===== src/rtl/fsir_map.vh =====
// Register offsets, field positions, reset values and sequencer codes of the fail-safe init bank
//
// Behaviour
// [RL1] Bit 8 set: run the analog self-test on the I/O supply monitor after init.
// [RL2] Bit 9 set: run the analog self-test on the core voltage monitor after init.
// [RL3] Bit 10 set: run the analog self-test on the high-voltage regulator monitor.
// [RL4] Bit 11 set: run the analog self-test on external monitor one after init.
// [RL5] Bit 12 set: run the analog self-test on external monitor two after init.
// [RL6] Bit 13 set: run the analog self-test on external monitor three after init.
// [RL7] Bit 14 set: run the analog self-test on external monitor four after init.
// [RL8] Watchdog refresh counter readable as three-bit field, values 0 to 7.
// [RL9] Watchdog error counter readable as four-bit field, never above 8.
// [RL10] All fields return to defaults only on power-on reset, kept across others.
`ifndef FSIR_MAP_VH
`define FSIR_MAP_VH

// ----------------------------------------------------------------------
// Register indices
// ----------------------------------------------------------------------
`define FSIR_ADDR_W          2
`define FSIR_DATA_W          16
`define FSIR_OFF_SELFTEST    2'h0
`define FSIR_OFF_WDCFG       2'h1
`define FSIR_OFF_SAFEIN      2'h2

// ----------------------------------------------------------------------
// Self-test enable register: bit 8 of the device word is data bit 0
// ----------------------------------------------------------------------
`define FSIR_ST_EN_LSB       0
`define FSIR_ST_EN_MSB       6
`define FSIR_ST_NUM          7
`define FSIR_ST_RST          7'h00

// ----------------------------------------------------------------------
// Watchdog configuration and counters
// ----------------------------------------------------------------------
`define FSIR_WD_ERRLIM_LSB   14
`define FSIR_WD_RFRLIM_LSB   11
`define FSIR_WD_IMPACT_LSB   8
`define FSIR_WD_RFRCNT_LSB   4
`define FSIR_WD_ERRCNT_LSB   0
`define FSIR_WD_ERRLIM_RST   2'h1
`define FSIR_WD_RFRLIM_RST   2'h0
`define FSIR_WD_IMPACT_RST   2'h2
`define FSIR_WD_RFRCNT_RST   3'h0
`define FSIR_WD_ERRCNT_RST   4'h0
`define FSIR_WD_ERRCNT_MAX   4'h8

// ----------------------------------------------------------------------
// Safety input configuration
// ----------------------------------------------------------------------
`define FSIR_SI_CFG_LSB      14
`define FSIR_SI_POL12_BIT    12
`define FSIR_SI_POL1_BIT     11
`define FSIR_SI_POL2_BIT     10
`define FSIR_SI_IMP12_BIT    8
`define FSIR_SI_IMP1_BIT     7
`define FSIR_SI_IMP2_BIT     6
`define FSIR_SI_TWIN_LSB     0
`define FSIR_SI_CFG_RST      2'h1
`define FSIR_SI_POL_RST      1'h0
`define FSIR_SI_IMP_RST      1'h1
`define FSIR_SI_TWIN_RST     4'hA

// ----------------------------------------------------------------------
// Self-test sequencer states
// ----------------------------------------------------------------------
`define FSIR_SQ_IDLE         2'h0
`define FSIR_SQ_SCAN         2'h1
`define FSIR_SQ_WAIT         2'h2
`define FSIR_SQ_END          2'h3

`endif


===== src/rtl/fsir_selftest_seq.v =====
// Sequencer that walks the enabled monitors through the second analog self-test
`timescale 1ns/100ps
`include "fsir_map.vh"

module fsir_selftest_seq
(
	input  wire       clk,
	input  wire       arst_n,
	input  wire       initDone,
	input  wire [6:0] stEnable,
	input  wire       stDone,
	output reg        stStart,
	output reg  [2:0] stMonitor,
	output reg        stBusy,
	output reg        stFinished
);

	reg [1:0] state_q;
	reg [6:0] pending_q;
	reg       initDonePrev_q;

	// ----------------------------------------------------------------------
	// Walk monitors lowest index first
	// ----------------------------------------------------------------------
	// Enables are sampled once at the end of init; later writes do not
	// alter a run already under way.
	always @(posedge clk or negedge arst_n)
	begin
		if (!arst_n)
		begin
			state_q        <= `FSIR_SQ_IDLE;
			pending_q      <= 7'h00;
			initDonePrev_q <= 1'b0;
			stStart        <= 1'b0;
			stMonitor      <= 3'h0;
			stBusy         <= 1'b0;
			stFinished     <= 1'b0;
		end
		else
		begin
			initDonePrev_q <= initDone;
			stStart        <= 1'b0;
			case (state_q)
			`FSIR_SQ_IDLE:
			begin
				if (initDone && !initDonePrev_q)
				begin
					pending_q <= stEnable; // RL1 RL2 RL3 RL4 RL5 RL6 RL7
					stBusy    <= 1'b1;
					stMonitor <= 3'h0;
					state_q   <= `FSIR_SQ_SCAN;
				end
			end
			`FSIR_SQ_SCAN:
			begin
				if (stMonitor == 3'h7)
				begin
					stBusy     <= 1'b0;
					stFinished <= 1'b1;
					state_q    <= `FSIR_SQ_END;
				end
				else if (pending_q[stMonitor])
				begin
					stStart <= 1'b1;
					state_q <= `FSIR_SQ_WAIT;
				end
				else
				begin
					stMonitor <= stMonitor + 3'h1; // RL1 RL2 RL3 RL4 RL5 RL6 RL7
				end
			end
			`FSIR_SQ_WAIT:
			begin
				if (stDone)
				begin
					pending_q[stMonitor] <= 1'b0;
					stMonitor            <= stMonitor + 3'h1;
					state_q              <= `FSIR_SQ_SCAN;
				end
			end
			default:
			begin
				state_q <= `FSIR_SQ_END;
			end
			endcase
		end
	end

endmodule


===== src/rtl/fsir_regs.v =====
// Fail-safe init register bank: self-test enables, watchdog config, safety inputs
`timescale 1ns/100ps
`include "fsir_map.vh"

module fsir_regs
(
	input  wire        clk,
	input  wire        arst_n,
	input  wire [1:0]  regAddr,
	input  wire [15:0] regWrData,
	input  wire        regWr,
	input  wire        regRd,
	output reg  [15:0] regRdData,
	input  wire        initDone,
	input  wire        stDone,
	output wire        stStart,
	output wire [2:0]  stMonitor,
	output wire        stBusy,
	output wire        stFinished,
	input  wire        wdCntLoad,
	input  wire [2:0]  wdRfrCntIn,
	input  wire [3:0]  wdErrCntIn,
	output reg  [2:0]  watchdogRefreshCount,
	output reg  [3:0]  watchdogErrorCount,
	output reg  [1:0]  wdErrLimit,
	output reg  [1:0]  wdRfrLimit,
	output reg  [1:0]  wdFsImpact,
	output reg  [1:0]  fccuCfg,
	output reg         fccu12FltPol,
	output reg         fccu1FltPol,
	output reg         fccu2FltPol,
	output reg         fccu12FsImpact,
	output reg         fccu1FsImpact,
	output reg         fccu2FsImpact,
	output reg  [3:0]  timingWindowStby
);

	// ----------------------------------------------------------------------
	// Self-test enable flops
	// ----------------------------------------------------------------------
	// Bit order: I/O supply, core, high-voltage regulator, external 1..4
	reg  [6:0]  stEnable_q;
	wire        wrSelftest;
	wire        wrWdCfg;
	wire        wrSafeIn;
	reg  [15:0] rdMux_d;

	assign wrSelftest = regWr && (regAddr == `FSIR_OFF_SELFTEST);
	assign wrWdCfg    = regWr && (regAddr == `FSIR_OFF_WDCFG);
	assign wrSafeIn   = regWr && (regAddr == `FSIR_OFF_SAFEIN);

	// One flop per enable; arst_n is the power-on reset and no other reset
	// clears these, so a functional reset elsewhere leaves them intact.
	localparam [6:0] ST_RESET = `FSIR_ST_RST;

	genvar gi;
	generate
		for (gi = 0; gi < `FSIR_ST_NUM; gi = gi + 1)
		begin : gEnable
			always @(posedge clk or negedge arst_n)
			begin
				if (!arst_n)
				begin
					stEnable_q[gi] <= ST_RESET[gi]; // RL10
				end
				else if (wrSelftest)
				begin
					stEnable_q[gi] <= regWrData[`FSIR_ST_EN_LSB + gi]; // RL1 RL2 RL3 RL4 RL5 RL6 RL7
				end
			end
		end
	endgenerate

	// ----------------------------------------------------------------------
	// Watchdog configuration fields
	// ----------------------------------------------------------------------
	always @(posedge clk or negedge arst_n)
	begin
		if (!arst_n)
		begin
			wdErrLimit <= `FSIR_WD_ERRLIM_RST; // RL10
			wdRfrLimit <= `FSIR_WD_RFRLIM_RST;
			wdFsImpact <= `FSIR_WD_IMPACT_RST;
		end
		else if (wrWdCfg)
		begin
			wdErrLimit <= regWrData[`FSIR_WD_ERRLIM_LSB +: 2];
			wdRfrLimit <= regWrData[`FSIR_WD_RFRLIM_LSB +: 2];
			wdFsImpact <= regWrData[`FSIR_WD_IMPACT_LSB +: 2];
		end
	end

	// ----------------------------------------------------------------------
	// Watchdog counters
	// ----------------------------------------------------------------------
	// Counters are read-only to software; the watchdog loads them. An
	// error value above the ceiling is clipped so the field never shows
	// more than the watchdog can legally reach.
	always @(posedge clk or negedge arst_n)
	begin
		if (!arst_n)
		begin
			watchdogRefreshCount <= `FSIR_WD_RFRCNT_RST; // RL10
			watchdogErrorCount   <= `FSIR_WD_ERRCNT_RST; // RL10
		end
		else if (wdCntLoad)
		begin
			watchdogRefreshCount <= wdRfrCntIn; // RL8
			if (wdErrCntIn > `FSIR_WD_ERRCNT_MAX)
			begin
				watchdogErrorCount <= `FSIR_WD_ERRCNT_MAX; // RL9
			end
			else
			begin
				watchdogErrorCount <= wdErrCntIn; // RL9
			end
		end
	end

	// ----------------------------------------------------------------------
	// Safety input configuration fields
	// ----------------------------------------------------------------------
	always @(posedge clk or negedge arst_n)
	begin
		if (!arst_n)
		begin
			fccuCfg          <= `FSIR_SI_CFG_RST; // RL10
			fccu12FltPol     <= `FSIR_SI_POL_RST;
			fccu1FltPol      <= `FSIR_SI_POL_RST;
			fccu2FltPol      <= `FSIR_SI_POL_RST;
			fccu12FsImpact   <= `FSIR_SI_IMP_RST;
			fccu1FsImpact    <= `FSIR_SI_IMP_RST;
			fccu2FsImpact    <= `FSIR_SI_IMP_RST;
			timingWindowStby <= `FSIR_SI_TWIN_RST;
		end
		else if (wrSafeIn)
		begin
			fccuCfg          <= regWrData[`FSIR_SI_CFG_LSB +: 2];
			fccu12FltPol     <= regWrData[`FSIR_SI_POL12_BIT];
			fccu1FltPol      <= regWrData[`FSIR_SI_POL1_BIT];
			fccu2FltPol      <= regWrData[`FSIR_SI_POL2_BIT];
			fccu12FsImpact   <= regWrData[`FSIR_SI_IMP12_BIT];
			fccu1FsImpact    <= regWrData[`FSIR_SI_IMP1_BIT];
			fccu2FsImpact    <= regWrData[`FSIR_SI_IMP2_BIT];
			timingWindowStby <= regWrData[`FSIR_SI_TWIN_LSB +: 4];
		end
	end

	// ----------------------------------------------------------------------
	// Read path
	// ----------------------------------------------------------------------
	// Reserved bits and the unmapped index read as zero.
	always @*
	begin
		rdMux_d = 16'h0000;
		case (regAddr)
		`FSIR_OFF_SELFTEST:
		begin
			rdMux_d[`FSIR_ST_EN_MSB:`FSIR_ST_EN_LSB] = stEnable_q;
		end
		`FSIR_OFF_WDCFG:
		begin
			rdMux_d[`FSIR_WD_ERRLIM_LSB +: 2] = wdErrLimit;
			rdMux_d[`FSIR_WD_RFRLIM_LSB +: 2] = wdRfrLimit;
			rdMux_d[`FSIR_WD_IMPACT_LSB +: 2] = wdFsImpact;
			rdMux_d[`FSIR_WD_RFRCNT_LSB +: 3] = watchdogRefreshCount; // RL8
			rdMux_d[`FSIR_WD_ERRCNT_LSB +: 4] = watchdogErrorCount; // RL9
		end
		`FSIR_OFF_SAFEIN:
		begin
			rdMux_d[`FSIR_SI_CFG_LSB +: 2]  = fccuCfg;
			rdMux_d[`FSIR_SI_POL12_BIT]     = fccu12FltPol;
			rdMux_d[`FSIR_SI_POL1_BIT]      = fccu1FltPol;
			rdMux_d[`FSIR_SI_POL2_BIT]      = fccu2FltPol;
			rdMux_d[`FSIR_SI_IMP12_BIT]     = fccu12FsImpact;
			rdMux_d[`FSIR_SI_IMP1_BIT]      = fccu1FsImpact;
			rdMux_d[`FSIR_SI_IMP2_BIT]      = fccu2FsImpact;
			rdMux_d[`FSIR_SI_TWIN_LSB +: 4] = timingWindowStby;
		end
		default:
		begin
			rdMux_d = 16'h0000;
		end
		endcase
	end

	// Data stands only in the cycle after the read strobe, zero otherwise
	always @(posedge clk or negedge arst_n)
	begin
		if (!arst_n)
		begin
			regRdData <= 16'h0000;
		end
		else if (regRd)
		begin
			regRdData <= rdMux_d;
		end
		else
		begin
			regRdData <= 16'h0000;
		end
	end

	// ----------------------------------------------------------------------
	// Self-test sequencer
	// ----------------------------------------------------------------------
	fsir_selftest_seq uSeq
	(
		.clk        (clk),
		.arst_n     (arst_n),
		.initDone   (initDone),
		.stEnable   (stEnable_q),
		.stDone     (stDone),
		.stStart    (stStart),
		.stMonitor  (stMonitor),
		.stBusy     (stBusy),
		.stFinished (stFinished)
	);

endmodule


===== config.mk =====
export PLATFORM = sky130hd
export DESIGN_NAME = fsir_regs
export DESIGN_NICKNAME = d
export VERILOG_FILES = /design/src/rtl/fsir_selftest_seq.v /design/src/rtl/fsir_regs.v
export VERILOG_INCLUDE_DIRS = /design/src /design/src/rtl
export SDC_FILE = /design/constraint.sdc
export NUM_CORES = 1
export LEC_CHECK = 0
export BUFFER_PORTS_ARGS = -buffer_cell sky130_fd_sc_hd__buf_4
export CORE_MARGIN = 2
export CORE_UTILIZATION = 35
export CTS_CLUSTER_SIZE = 10
export DETAILED_ROUTE_END_ITERATION = 6
export GPL_ROUTABILITY_DRIVEN = 0
export PLACE_DENSITY_LB_ADDON = 0.08
export SYNTH_ARGS = -nofsm -noshare
export SYNTH_HDL_FRONTEND = slang
export SYNTH_HIERARCHICAL = 1
export SYNTH_SLANG_ARGS = --single-unit

===== constraint.sdc =====
create_clock -name clk -period 2.34 [get_ports clk]
set_clock_uncertainty 0.05 [all_clocks]
set_input_delay 0.351 -clock clk [delete_from_list [all_inputs] [get_ports clk]]
set_output_delay 0.351 -clock clk [all_outputs]
set_load 0.005 [all_outputs]

==> metrics.md, run 1 <==
| Metric | Value |
|---|---|
| Fraction of layout cells with a size suffix above 1 | `44.8%` |
| Pwr Density | `716 mW/mm^2` |
| Final Instance Area | `0.00385 sq mm` |
| Routed WL | `6640 microns` |
| Pre-antenna DRT Iters | `4` |
| Final Cycle Share | `87.7%` |
| Path depth of the worst reg2reg path | `7` |
| Initial Utilization | `36.0%` |
| Status | `finished, final reports clean` |
| CP delay by family, top | `simple AND/OR/NAND/NOR gates` |
| R2R Setup Slk | `290 ps` |
| Via count of the first global-routing pass | `2172` |
| Max stage delay on crit path | `420 ps` |
| Die ar. | `0.00920 sq mm` |
| Yosys warnings | `6` |
| Detailed Route Iter0 Violations | `109` |
| Critical path buffers and inverters | `2` |
| Cell Area, Synth | `0.00296 sq mm` |
| Initial antenna violation count | `0` |
| CP Class | `reg2reg` |
| TNS Setup | `0 ps` |
| Rows | `33` |
| Worst Setup SP | `uSeq/state_q[0]` |
| Mapped Cells | `237` |
| Maximum vdd drop | `0.297 mV` |
| Clk buf depth | `2` |
| Place WS | `316 ps` |
| H-tree levels | `3` |
| LEAKAGE | `1.84 nW` |
| Maxcap violations | `0` |
| Fin worst setup slack | `289 ps` |
| Synth area leaders | `dfrtp_1, mux2_2, dfstp_2, mux2_4, ha_1` |
| WP data arrival | `2220 ps` |
| CTS clk-pin slew, worst paths | `70 ps` |
| CTS tree | `done` |
| Worst hold path class | `in2async` |
| Syn Area/Cell | `12.5 sq um` |
| RSZ-0062 raised after global routing | `false` |
| CTS resizes | `0` |
| Clock sink total | `63` |
| Sequential-to-total area share from yosys stat | `53.6%` |
| Area grow syn2layout | `30.3%` |
| Distinct cells, synth | `43` |
| Pins Over Slew Limit | `0` |
| Area of the core region | `0.00822 sq mm` |
| Clock Latency Late Sink | `330 ps` |
| Die span in y | `95.9 microns` |
| R2R Path Start | `uSeq/state_q[0]` |
| Yosys top cell by area | `dfrtp_1` |
| CP startpoint kind | `flip-flop` |
| EDFF count, synth | `0` |
| Wire per inst | `15.5 microns` |
| Root Buffer | `clkbuf_8` |
| Global route overflow | `0` |
| Hold slack | `41.8 ps` |
| Antenna cell count | `0` |
| Mapped Nets | `280` |
| Ys async rst share | `100%` |
| Synthesized flop and latch total | `63` |
| Critical Path Fanout Max | `10` |
| Vias | `2125` |
| Max Fclk | `0.488 GHz` |
| Slew @ Worst Pin | `784 ps` |
| Reg-to-reg endpoint | `uSeq/pending_q[4]` |
| Tot GR Track Use | `15.5%` |
| Non-filler cells, final | `429` |
| Largest net degree at the start of global routing | `64` |
| Final #Nets | `362` |
| Final Setup Violations | `0` |
| Inst Count DP | `413` |
| Endpoints failing hold | `0` |
| Hold buffer count at CTS | `0` |
| Min Tclk post-route | `2050 ps` |
| CP required | `2510 ps` |
| CP Capture Type | `flip-flop` |
| First-pass GRT wire length | `10800 microns` |
| DRC Markers | `0` |
| Number of buffers created by CTS | `9` |
| Area share of the largest cell type after synthesis | `46.5%` |
| CP cell instances | `inv_1, ha_1, nor2b_4, a211oi_2, buf_4, and2b_2, a22o_1` |
| Most common cell after layout, fill and taps aside | `buf_4` |
| Most frequent cells in the layout | `buf_4, dfrtp_1, mux2_2` |
| DP HPWL | `4850 microns` |
| Slowest library cell on the worst path | `dfrtp_1` |
| Post-synth top flop | `dfrtp_1` |
| Setup bufs post-CTS | `0` |
| Relative slew slack | `47.7%` |
| Placed instance area | `0.00362 sq mm` |
| Top Ports | `79` |
| Routed Antenna Nets | `0` |
| IO Port Bufs | `76` |
| Die W | `95.9 microns` |
| Via density | `4.95` |
[power breakdown]
group          internal [mW]  total (mW)  switching (mW)
registers               1.22        1.30          0.0868
clock network          0.634        1.07           0.438
logic                  0.246       0.385           0.138
[kinds of logic (layout without fill, tap and decap cells)]
family,Yosys count,in the layout,share of synthesized area [%]
flip-flops,63,63,53.6
AND/OR/NAND/NOR,57,57,10.0
AO/OA/AOI/OAI,47,47,12.9
multiplexers,35,35,14.3
buffers and inverters,23,110,4.36
adder cells (fa/ha/maj),11,11,4.65
other,1,1,0.127
[sequential cells by signal, summed over array words and instances (netlist names), 2 cells and up]
signal / count
watchdogRefreshCount: 3
uSeq/state_q: 2
wdErrLimit: 2
stEnable_q: 7
watchdogErrorCount: 4
uSeq/pending_q: 7
fccuCfg: 2
wdRfrLimit: 2
wdFsImpact: 2
timingWindowStby: 4
uSeq/stMonitor: 3
regRdData: 15
[through the flow]
step | power, mW | util [%]
2_1_floorplan | 1.47 | -
3_3_place_gp | 1.71 | 44.1
3_5_place_dp | 1.72 | 44.1
4_1_cts | 2.81 | 46.9
5_1_grt | 2.90 | 46.9
6_report | 2.76 | 46.9
[synthesized netlist by cell type, types with 4 or more instances]
cell type,n
nand2_1,16
dfstp_2,8
mux2i_1,6
buf_4,4
mux2_4,10
ha_1,11
a22oi_1,8
a22o_1,7
a222oi_1,5
o21ai_0,7
nand2b_1,4
o31ai_1,4
inv_1,11
dfrtp_1,55
nor2_1,17
mux2_2,19
buf_2,4
[final cells by class]
cell class,instances,area (sq um)
Sequential cell,63,1590
Inverter,11,41.3
Timing Repair Buffer,83,623
Clock inverter,6,92.6
Multi-Input combinational cell,151,1240
Tap cell,105,131
Fill cell,799,4360
Clock buffer,10,138
[metal layers]
| metal | share of wire [%] | track usage (%) | vias to the layer above |
|---|---|---|---|
| met5 | 0 | 0 | - |
| met2 | 48 | 23.5 | 67 |
| met1 | 45 | 20.7 | 1047 |
| met3 | 6.5 | 4.39 | 2 |
| li1 | - | - | 1009 |
| met4 | 0.60 | 6.79 | 0 |
[worst max-delay path by stage]
stage | endpoint | cells after the start | slack [ps]
final | uSeq/pending_q[4] | 7 | 290
after global routing | uSeq/pending_q[4] | 7 | 170
after CTS | uSeq/pending_q[4] | 7 | 290
after detailed placement | uSeq/pending_q[4] | 7 | 320
after global placement | uSeq/pending_q[1] | 7 | 350
after floorplan | uSeq/stMonitor[1] | 6 | 420
Power figures use the tool's default switching activity.
==> inputs of run 2 (changes only) <==
--- a/config.mk
+++ b/config.mk
@@ -7,7 +7,7 @@
 export NUM_CORES = 1
 export LEC_CHECK = 0
 export BUFFER_PORTS_ARGS = -buffer_cell sky130_fd_sc_hd__buf_4
-export CORE_MARGIN = 2
+export CORE_MARGIN = 5
 export CORE_UTILIZATION = 35
 export CTS_CLUSTER_SIZE = 10
 export DETAILED_ROUTE_END_ITERATION = 6
@@ -15,5 +15,4 @@
 export PLACE_DENSITY_LB_ADDON = 0.08
 export SYNTH_ARGS = -nofsm -noshare
 export SYNTH_HDL_FRONTEND = slang
-export SYNTH_HIERARCHICAL = 1
 export SYNTH_SLANG_ARGS = --single-unit
==> metrics.md, run 2 <==
| Metric | Value |
|---|---|
| Status | `finished, final reports clean` |
| TNS Setup | `0 ps (unchanged)` |
| LEAKAGE | `1.80 nW (-2.2%)` |
| Critical Path Fanout Max | `10 (unchanged)` |
| Antenna cell count | `0 (unchanged)` |
| Setup bufs post-CTS | `0 (unchanged)` |
| WP data arrival | `2280 ps (+60 ps)` |
| Syn Area/Cell | `12.3 sq um (-1.2%)` |
| Initial Utilization | `35.5% (-0.54 points)` |
| Clk buf depth | `2 (unchanged)` |
| Max stage delay on crit path | `490 ps (+70 ps)` |
| Die ar. | `0.0102 sq mm (+10%)` |
| Area share of the largest cell type after synthesis | `47.7% (+1.2 points)` |
| Met3 usage | `5.54% (+1.2 points)` |
| Routed Antenna Nets | `0 (unchanged)` |
| Most frequent cells in the layout | `buf_4, dfrtp_1, mux2_2` |
| Synthesized flop and latch total | `63 (unchanged)` |
| Maximum vdd drop | `0.437 mV (+47%)` |
| Pins Over Slew Limit | `0 (unchanged)` |
| Final Setup Violations | `0 (unchanged)` |
| DP HPWL | `4910 microns (+1.2%)` |
| Commonest cells post-synth | `dfrtp_1, mux2_2, nand2_1` |
| Clock sink total | `63 (unchanged)` |
| Number of buffers created by CTS | `9 (unchanged)` |
| Slew @ Worst Pin | `803 ps (+18.9 ps)` |
| Die span in y | `101 microns (+5.1%)` |
| Wire per inst | `16.3 microns (+5.0%)` |
| Maxcap violations | `0 (unchanged)` |
| Final Instance Area | `0.00376 sq mm (-2.4%)` |
| CP Class | `reg2reg` |
| EDFF count, synth | `0 (unchanged)` |
| Global route overflow | `0 (unchanged)` |
| Ys async rst share | `100% (unchanged)` |
| Final #Nets | `355 (-1.9%)` |
| Largest net degree at the start of global routing | `64 (unchanged)` |
| Root Buffer | `clkbuf_8` |
| CP required | `2560 ps (+50 ps)` |
| Most common cell after layout, fill and taps aside | `buf_4` |
| IO Port Bufs | `76 (unchanged)` |
| Register area | `0.00159 sq mm (unchanged)` |
| CP Capture Type | `flip-flop` |
| CTS tree | `done` |
| Hold slack | `55.6 ps (+13.8 ps)` |
| Yosys top cell by area | `dfrtp_1` |
| Vias | `2107 (-0.85%)` |
| Cell Area, Synth | `0.00288 sq mm (-2.5%)` |
| Pre-antenna DRT Iters | `4 (unchanged)` |
| Slowest library cell on the worst path | `or4b_1` |
| Area occupied by multi-input gates | `0.00120 sq mm (-3.2%)` |
| Min Tclk post-route | `2060 ps (+13.4 ps)` |
| Detailed Route Iter0 Violations | `78 (-28%)` |
| Rows | `33 (unchanged)` |
| Tot GR Track Use | `14.1% (-1.5 points)` |
| Relative slew slack | `46.5% (-1.3 points)` |
| Hold buffer count at CTS | `0 (unchanged)` |
| Endpoints failing hold | `0 (unchanged)` |
| Max Fclk | `0.484 GHz (-0.65%)` |
| Biggest regs | `regRdData (15), stEnable_q (7), uSeq.pending_q (7)` |
| Clock Latency Late Sink | `330 ps (about the same)` |
| RSZ-0062 raised after global routing | `false` |
| Initial antenna violation count | `0 (unchanged)` |
| Met2 usage | `22.2% (-1.4 points)` |
| GR Layer Usage met1 | `18.1% (-2.6 points)` |
| CTS clk-pin slew, worst paths | `70 ps (about the same)` |
| Area grow syn2layout | `30.5%` |
| Sequential-to-total area share from yosys stat | `55.0% (+1.4 points)` |
| Top-count cell post-synth | `dfrtp_1` |
| Largest Register | `regRdData` |
| First-pass GRT wire length | `11100 microns (+3.0%)` |
| H-tree levels | `3 (unchanged)` |
| DRC Markers | `0 (unchanged)` |
| Post-synth top flop | `dfrtp_1` |
| GR peak layer | `met2` |
| Pwr Density | `692 mW/mm^2 (-3.3%)` |
| Final Cycle Share | `88.2% (+0.57 points)` |
| Via count of the first global-routing pass | `2207 (+1.6%)` |
| CTS resizes | `0 (unchanged)` |
| Synth area leaders | `dfrtp_1, mux2_2, dfstp_2, ha_1, a22o_1` |
| Yosys warnings | `0 (-6)` |
| CP cell instances | `inv_1, ha_1, nor2b_1, a211o_1, or4b_1, nand3_1` |
| Number of fill cells in the layout | `792 (-0.88%)` |
| Mapped Cells | `234 (-1.3%)` |
| Top Ports | `79 (unchanged)` |
| Routed WL | `6880 microns (+3.6%)` |
| Via density | `4.98 (+0.56%)` |
| CP startpoint kind | `flip-flop` |
| Max reg flops | `15 (unchanged)` |
| Worst hold path class | `in2async` |
| Fraction of layout cells with a size suffix above 1 | `44.3% (-0.41 points)` |
| Mapped Nets | `276 (-1.4%)` |
| Placed instance area | `0.00357 sq mm (-1.6%)` |
| Distinct cells, synth | `34 (-21%)` |
| Die W | `101 microns (+5.1%)` |
| Area of the core region | `0.00813 sq mm (-1.0%)` |
==> run 2: where the power goes <==
part / total [mW] / switching (mW) / internal (mW)
Combinational: 0.366 / 0.138 / 0.228
Sequential: 1.30 / 0.0801 / 1.22
Clock: 0.942 / 0.427 / 0.515
==> run 2: worst paths after layout <==
| check | slack, ps | endpoint | cells past startpoint | from |
|---|---|---|---|---|
| max in group asynchronous | 1660 | uSeq.pending_q[4] | 1 | arst_n |
| worst min register to register | 430 | uSeq.stFinished | 1 | uSeq.stFinished |
| min in group clk | 90 | uSeq.initDonePrev_q | 1 | initDone |
| worst max register to register | 280 | uSeq.stMonitor[0] | 6 | uSeq.state_q[0] |
| worst max-delay path | 280 | uSeq.stMonitor[0] | 6 | uSeq.state_q[0] |
| worst min-delay path | 60 | uSeq.stMonitor[1] | 1 | arst_n |
==> run 2: cell type report <==
| type | count | area share (%) |
|---|---|---|
| Timing Repair Buffer | 82 | 16.4 |
| Multi-Input combinational cell | 149 | 31.9 |
| Tap cell | 105 | 3.49 |
| Clock buffer | 10 | 3.66 |
| Sequential cell | 63 | 42.2 |
| Inverter | 8 | 0.798 |
| Clock inverter | 6 | 1.60 |
==> run 2: worst max-delay path, delay by kind of cell, from the launching register on <==
kind            cells  cell delay, ps
simple gates        3             780
fa+ha+maj           1             310
compound gates      1             390
buf+inv             1              90
flops               1             380
==> run 2: logic make-up after synthesis <==
logic type | share of synthesized area (%)
compound gates | 10.5
fa+ha+maj | 4.34
buf+inv | 3.30
flops | 55.0
mux | 16.5
other cells | 0.130
simple gates | 10.2
==> run 2: routing by layer <==
layer / vias to the layer above / wire length, microns
met1: 1046 / 3050
met3: 5 / 472
met2: 64 / 3320
met5: - / 0
met4: 0 / 44
li1: 992 / -
==> run 2: per-stage QoR <==
stage	power (mW)	setup WS, ps	utilization (%)	cells
final	2.61	275	46.3	423
after global routing	2.76	144	46.3	423
after CTS	2.66	274	46.3	423
after detailed placement	1.70	290	43.8	407
after global placement	1.69	312	43.8	407
after floorplan	1.45	318	-	234
==> inputs of run 3 (changes only) <==
--- a/config.mk
+++ b/config.mk
@@ -6,6 +6,7 @@
 export SDC_FILE = /design/constraint.sdc
 export NUM_CORES = 1
 export LEC_CHECK = 0
+export ABC_AREA = 1
 export BUFFER_PORTS_ARGS = -buffer_cell sky130_fd_sc_hd__buf_4
 export CORE_MARGIN = 5
 export CORE_UTILIZATION = 35
==> constraint.sdc (replaced) <==
create_clock -name clk -period 2 [get_ports clk]
set_clock_uncertainty 0.05 [all_clocks]
set_input_delay 0.3 -clock clk [delete_from_list [all_inputs] [get_ports clk]]
set_output_delay 0.3 -clock clk [all_outputs]
set_load 0.005 [all_outputs]
==> metrics.md, run 3 <==
| Metric | Value |
|---|---|
| Inst Count DP | `511 (+26%)` |
| CP required | `2170 ps (-390 ps)` |
| Number of buffers created by CTS | `9 (unchanged)` |
| Clock sink total | `63 (unchanged)` |
| Net Sw Frac | `33.3% (+8.6 points)` |
| GR peak layer | `met2` |
| First-pass GRT wire length | `11600 microns (+4.9%)` |
| Die span in y | `101 microns (-0.22%)` |
| Area share of the largest cell type after synthesis | `48.0% (+0.23 points)` |
| Mapped Nets | `376 (+36%)` |
| CTS tree | `done` |
| Mapped Cells | `334 (+43%)` |
| Yosys warnings | `0 (unchanged)` |
| Hold path cells | `1` |
| EDFF count, synth | `0 (unchanged)` |
| Reg-to-reg endpoint | `uSeq.stMonitor[1]` |
| Simple-Gate Fraction of Synth Area | `21.1% (+11 points)` |
| Area grow syn2layout | `32.7%` |
| Final Setup Violations | `0 (unchanged)` |
| Synthesized flop and latch total | `63 (unchanged)` |
| Fraction of layout cells with a size suffix above 1 | `28.4% (-16 points)` |
| Detailed Route Iter0 Violations | `168 (+120%)` |
| Compound-Gate Fraction of Synth Area | `9.29% (-1.2 points)` |
| Maxcap violations | `0 (unchanged)` |
| WP data arrival | `1970 ps (-310 ps)` |
| Global route overflow | `0 (unchanged)` |
| CTS resizes | `0 (unchanged)` |
| Rows | `33 (unchanged)` |
| GR Layer Usage met1 | `20.9% (+2.8 points)` |
| Critical Path Fanout Max | `7 (-3)` |
| Comb power frac | `31.7% (+18 points)` |
| Clk buf depth | `2 (unchanged)` |
| RSZ-0062 raised after global routing | `false` |
| Hold Path End | `uSeq.initDonePrev_q` |
| Clock Latency Late Sink | `340 ps (about the same)` |
| Wire per inst | `13.1 microns (-20%)` |
| Path depth of the worst reg2reg path | `8 (+2)` |
| Via count of the first global-routing pass | `2356 (+6.8%)` |
| Post-synthesis adder-cell area fraction | `4.36% (+0.021 points)` |
| Routed Antenna Nets | `0 (unchanged)` |
| Min Tclk post-route | `1800 ps (-270 ps)` |
| Largest net degree at the start of global routing | `31 (-52%)` |
| Pre-antenna DRT Iters | `4 (unchanged)` |
| Pins Over Slew Limit | `0 (unchanged)` |
| Commonest cells post-synth | `nand2_1, dfrtp_1, inv_1` |
| Vias | `2395 (+14%)` |
| Largest family of logic cells by synthesized area | `simple AND/OR/NAND/NOR gates` |
| Reg power frac | `39.4% (-10 points)` |
| Hold Crit Start | `initDone` |
| CP Capture Type | `flip-flop` |
| Number of fill cells in the layout | `816 (+3.0%)` |
| Final Cycle Share | `89.8% (+1.5 points)` |
| P_sw | `1.45 mW (+120%)` |
| Synth area leaders | `dfrtp_1, nand2_1, dfstp_2, o21ai_0, inv_1` |
| Top-count cell post-synth | `nand2_1` |
| R2R Path Start | `uSeq.stMonitor[1]` |
| Via density | `4.54 (-8.9%)` |
| H-tree levels | `3 (unchanged)` |
| Ys async rst share | `100% (unchanged)` |
| Distinct cells, synth | `24 (-29%)` |
| Internal power | `2.90 mW (+48%)` |
| Tot GR Track Use | `14.7% (+0.68 points)` |
| Root Buffer | `clkbuf_8` |
| Worst hold path class | `in2reg` |
| Maximum vdd drop | `0.355 mV (-19%)` |
| Non-filler cells, final | `528 (+25%)` |
| Final #Nets | `460 (+30%)` |
| Sequential-to-total area share from yosys stat | `55.3% (+0.26 points)` |
| Initial antenna violation count | `0 (unchanged)` |
| Die ar. | `0.0101 sq mm (-0.44%)` |
| Met2 usage | `21.0% (-1.1 points)` |
| Top Ports | `79 (unchanged)` |
| Met3 usage | `4.43% (-1.1 points)` |
| Pwr Density | `1140 mW/mm^2 (+65%)` |
| Max reg flops | `15 (unchanged)` |
| Cell Area, Synth | `0.00287 sq mm (-0.48%)` |
| CP Class | `reg2reg` |
| Routed WL | `6900 microns (+0.22%)` |
| Xor/xnor share of the synthesized area | `0% (unchanged)` |
| Largest Register | `regRdData` |
| Clock network power share | `28.9% (-7.3 points)` |
| LEAKAGE | `2.06 nW (+14%)` |
| TNS Setup | `0 ps (unchanged)` |
| Post-synth top flop | `dfrtp_1` |
| Status | `finished, final reports clean` |
| Most common cell after layout, fill and taps aside | `nand2_1` |
| Most frequent cells in the layout | `nand2_1, buf_4, dfrtp_1` |
| CTS clk-pin slew, worst paths | `70 ps (about the same)` |
| Antenna cell count | `0 (unchanged)` |
| Initial Utilization | `35.5% (about the same)` |
| DP HPWL | `5340 microns (+8.8%)` |
| Yosys top cell by area | `dfrtp_1` |
| Mux cell area share after synthesis | `1.57% (-15 points)` |
| R2R Setup Slk | `200 ps (-70 ps)` |
| Hold buffer count at CTS | `1 (+1)` |
| Max Fclk | `0.557 GHz (+15%)` |
| Area of the core region | `0.00809 sq mm (-0.51%)` |
| Endpoints failing hold | `0 (unchanged)` |
| DRC Markers | `0 (unchanged)` |
| Die W | `101 microns (-0.22%)` |
| CP startpoint kind | `flip-flop` |
| Syn Area/Cell | `8.59 sq um (-30%)` |
| Biggest regs | `regRdData (15), stEnable_q (7), uSeq.pending_q (7)` |
| IO Port Bufs | `76 (unchanged)` |
| Setup bufs post-CTS | `0 (unchanged)` |
run 3: cell types whose count changed after synthesis, sizes merged, moves of 8 or more:
cell,before,now
nand3,3,16
a21oi,1,9
a22oi,8,0
o21ai,10,36
mux2,32,4
nand2,16,110
inv,8,48
a22o,8,0
run 3: cell families (layout without fill, tap and decap cells):
family,after synthesis,count (layout)
compound gates,50,50
fa+ha+maj,10,10
buf+inv,59,148
flops,63,63
mux,4,4
other cells,1,1
simple gates,147,147
run 3: power by group through the flow:
stage	sequential, mW	clock [mW]	combinational [mW]
after floorplan	1.71	0	0.932
after global placement	1.74	0	1.39
after detailed placement	1.74	0	1.40
after CTS	1.72	1.29	1.41
after global routing	1.76	1.35	1.62
final	1.71	1.25	1.38
run 3: worst max-delay path by stage:
| stage | from | end | slack, ps | cells past startpoint |
|---|---|---|---|---|
| 6_report | uSeq.stMonitor[1] | uSeq.stMonitor[1] | 200 | 8 |
| 5_1_grt | uSeq.stMonitor[1] | uSeq.stMonitor[2] | 60 | 8 |
| 4_1_cts | uSeq.stMonitor[1] | uSeq.stMonitor[1] | 210 | 8 |
| 3_5_place_dp | uSeq.stMonitor[1] | uSeq.stMonitor[1] | 220 | 8 |
| 3_3_place_gp | uSeq.stMonitor[1] | uSeq.stMonitor[2] | 230 | 8 |
| 2_1_floorplan | uSeq.stMonitor[1] | uSeq.stMonitor[1] | 410 | 8 |
run 3: layout make-up:
cell class	instances	area, sq um	area share, %
clock buffer	11	151	3.97
clock inverter	5	80.1	2.10
inverter	48	180	4.73
multi-input combinational	212	1050	27.5
sequential	63	1590	41.6
tap	105	131	3.45
timing repair buffer	84	633	16.6
run 3: layer usage:
layer	up-vias	part of all wire, %
li1	1200	-
met3	8	6.9
met4	0	1.2
met2	64	44
met1	1123	48
met5	-	0
run 3: through the flow:
| stage | util [%] | hold WS, ps | total power, mW | instance area [sq um] | setup slack [ps] |
|---|---|---|---|---|---|
| CTS | 47.1 | 23.0 | 4.42 | 3810 | 210 |
| global route | 47.1 | 21.6 | 4.73 | 3810 | 60.6 |
| finish | 47.1 | 37.1 | 4.35 | 3810 | 205 |
| floorplan | - | -45.6 | 2.64 | 2870 | 415 |
| detailed placement | 44.1 | 203 | 3.14 | 3570 | 218 |
| global placement | 44.1 | 202 | 3.13 | 3570 | 227 |
run 3: critical path, stage by stage (launching register included):
cell,delay [ps]
dfrtp_1,450
ha_1,210
ha_1,200
nand2_1,90
inv_1,70
nor3_2,330
nand2_1,150
nand2_1,80
nand2_1,50
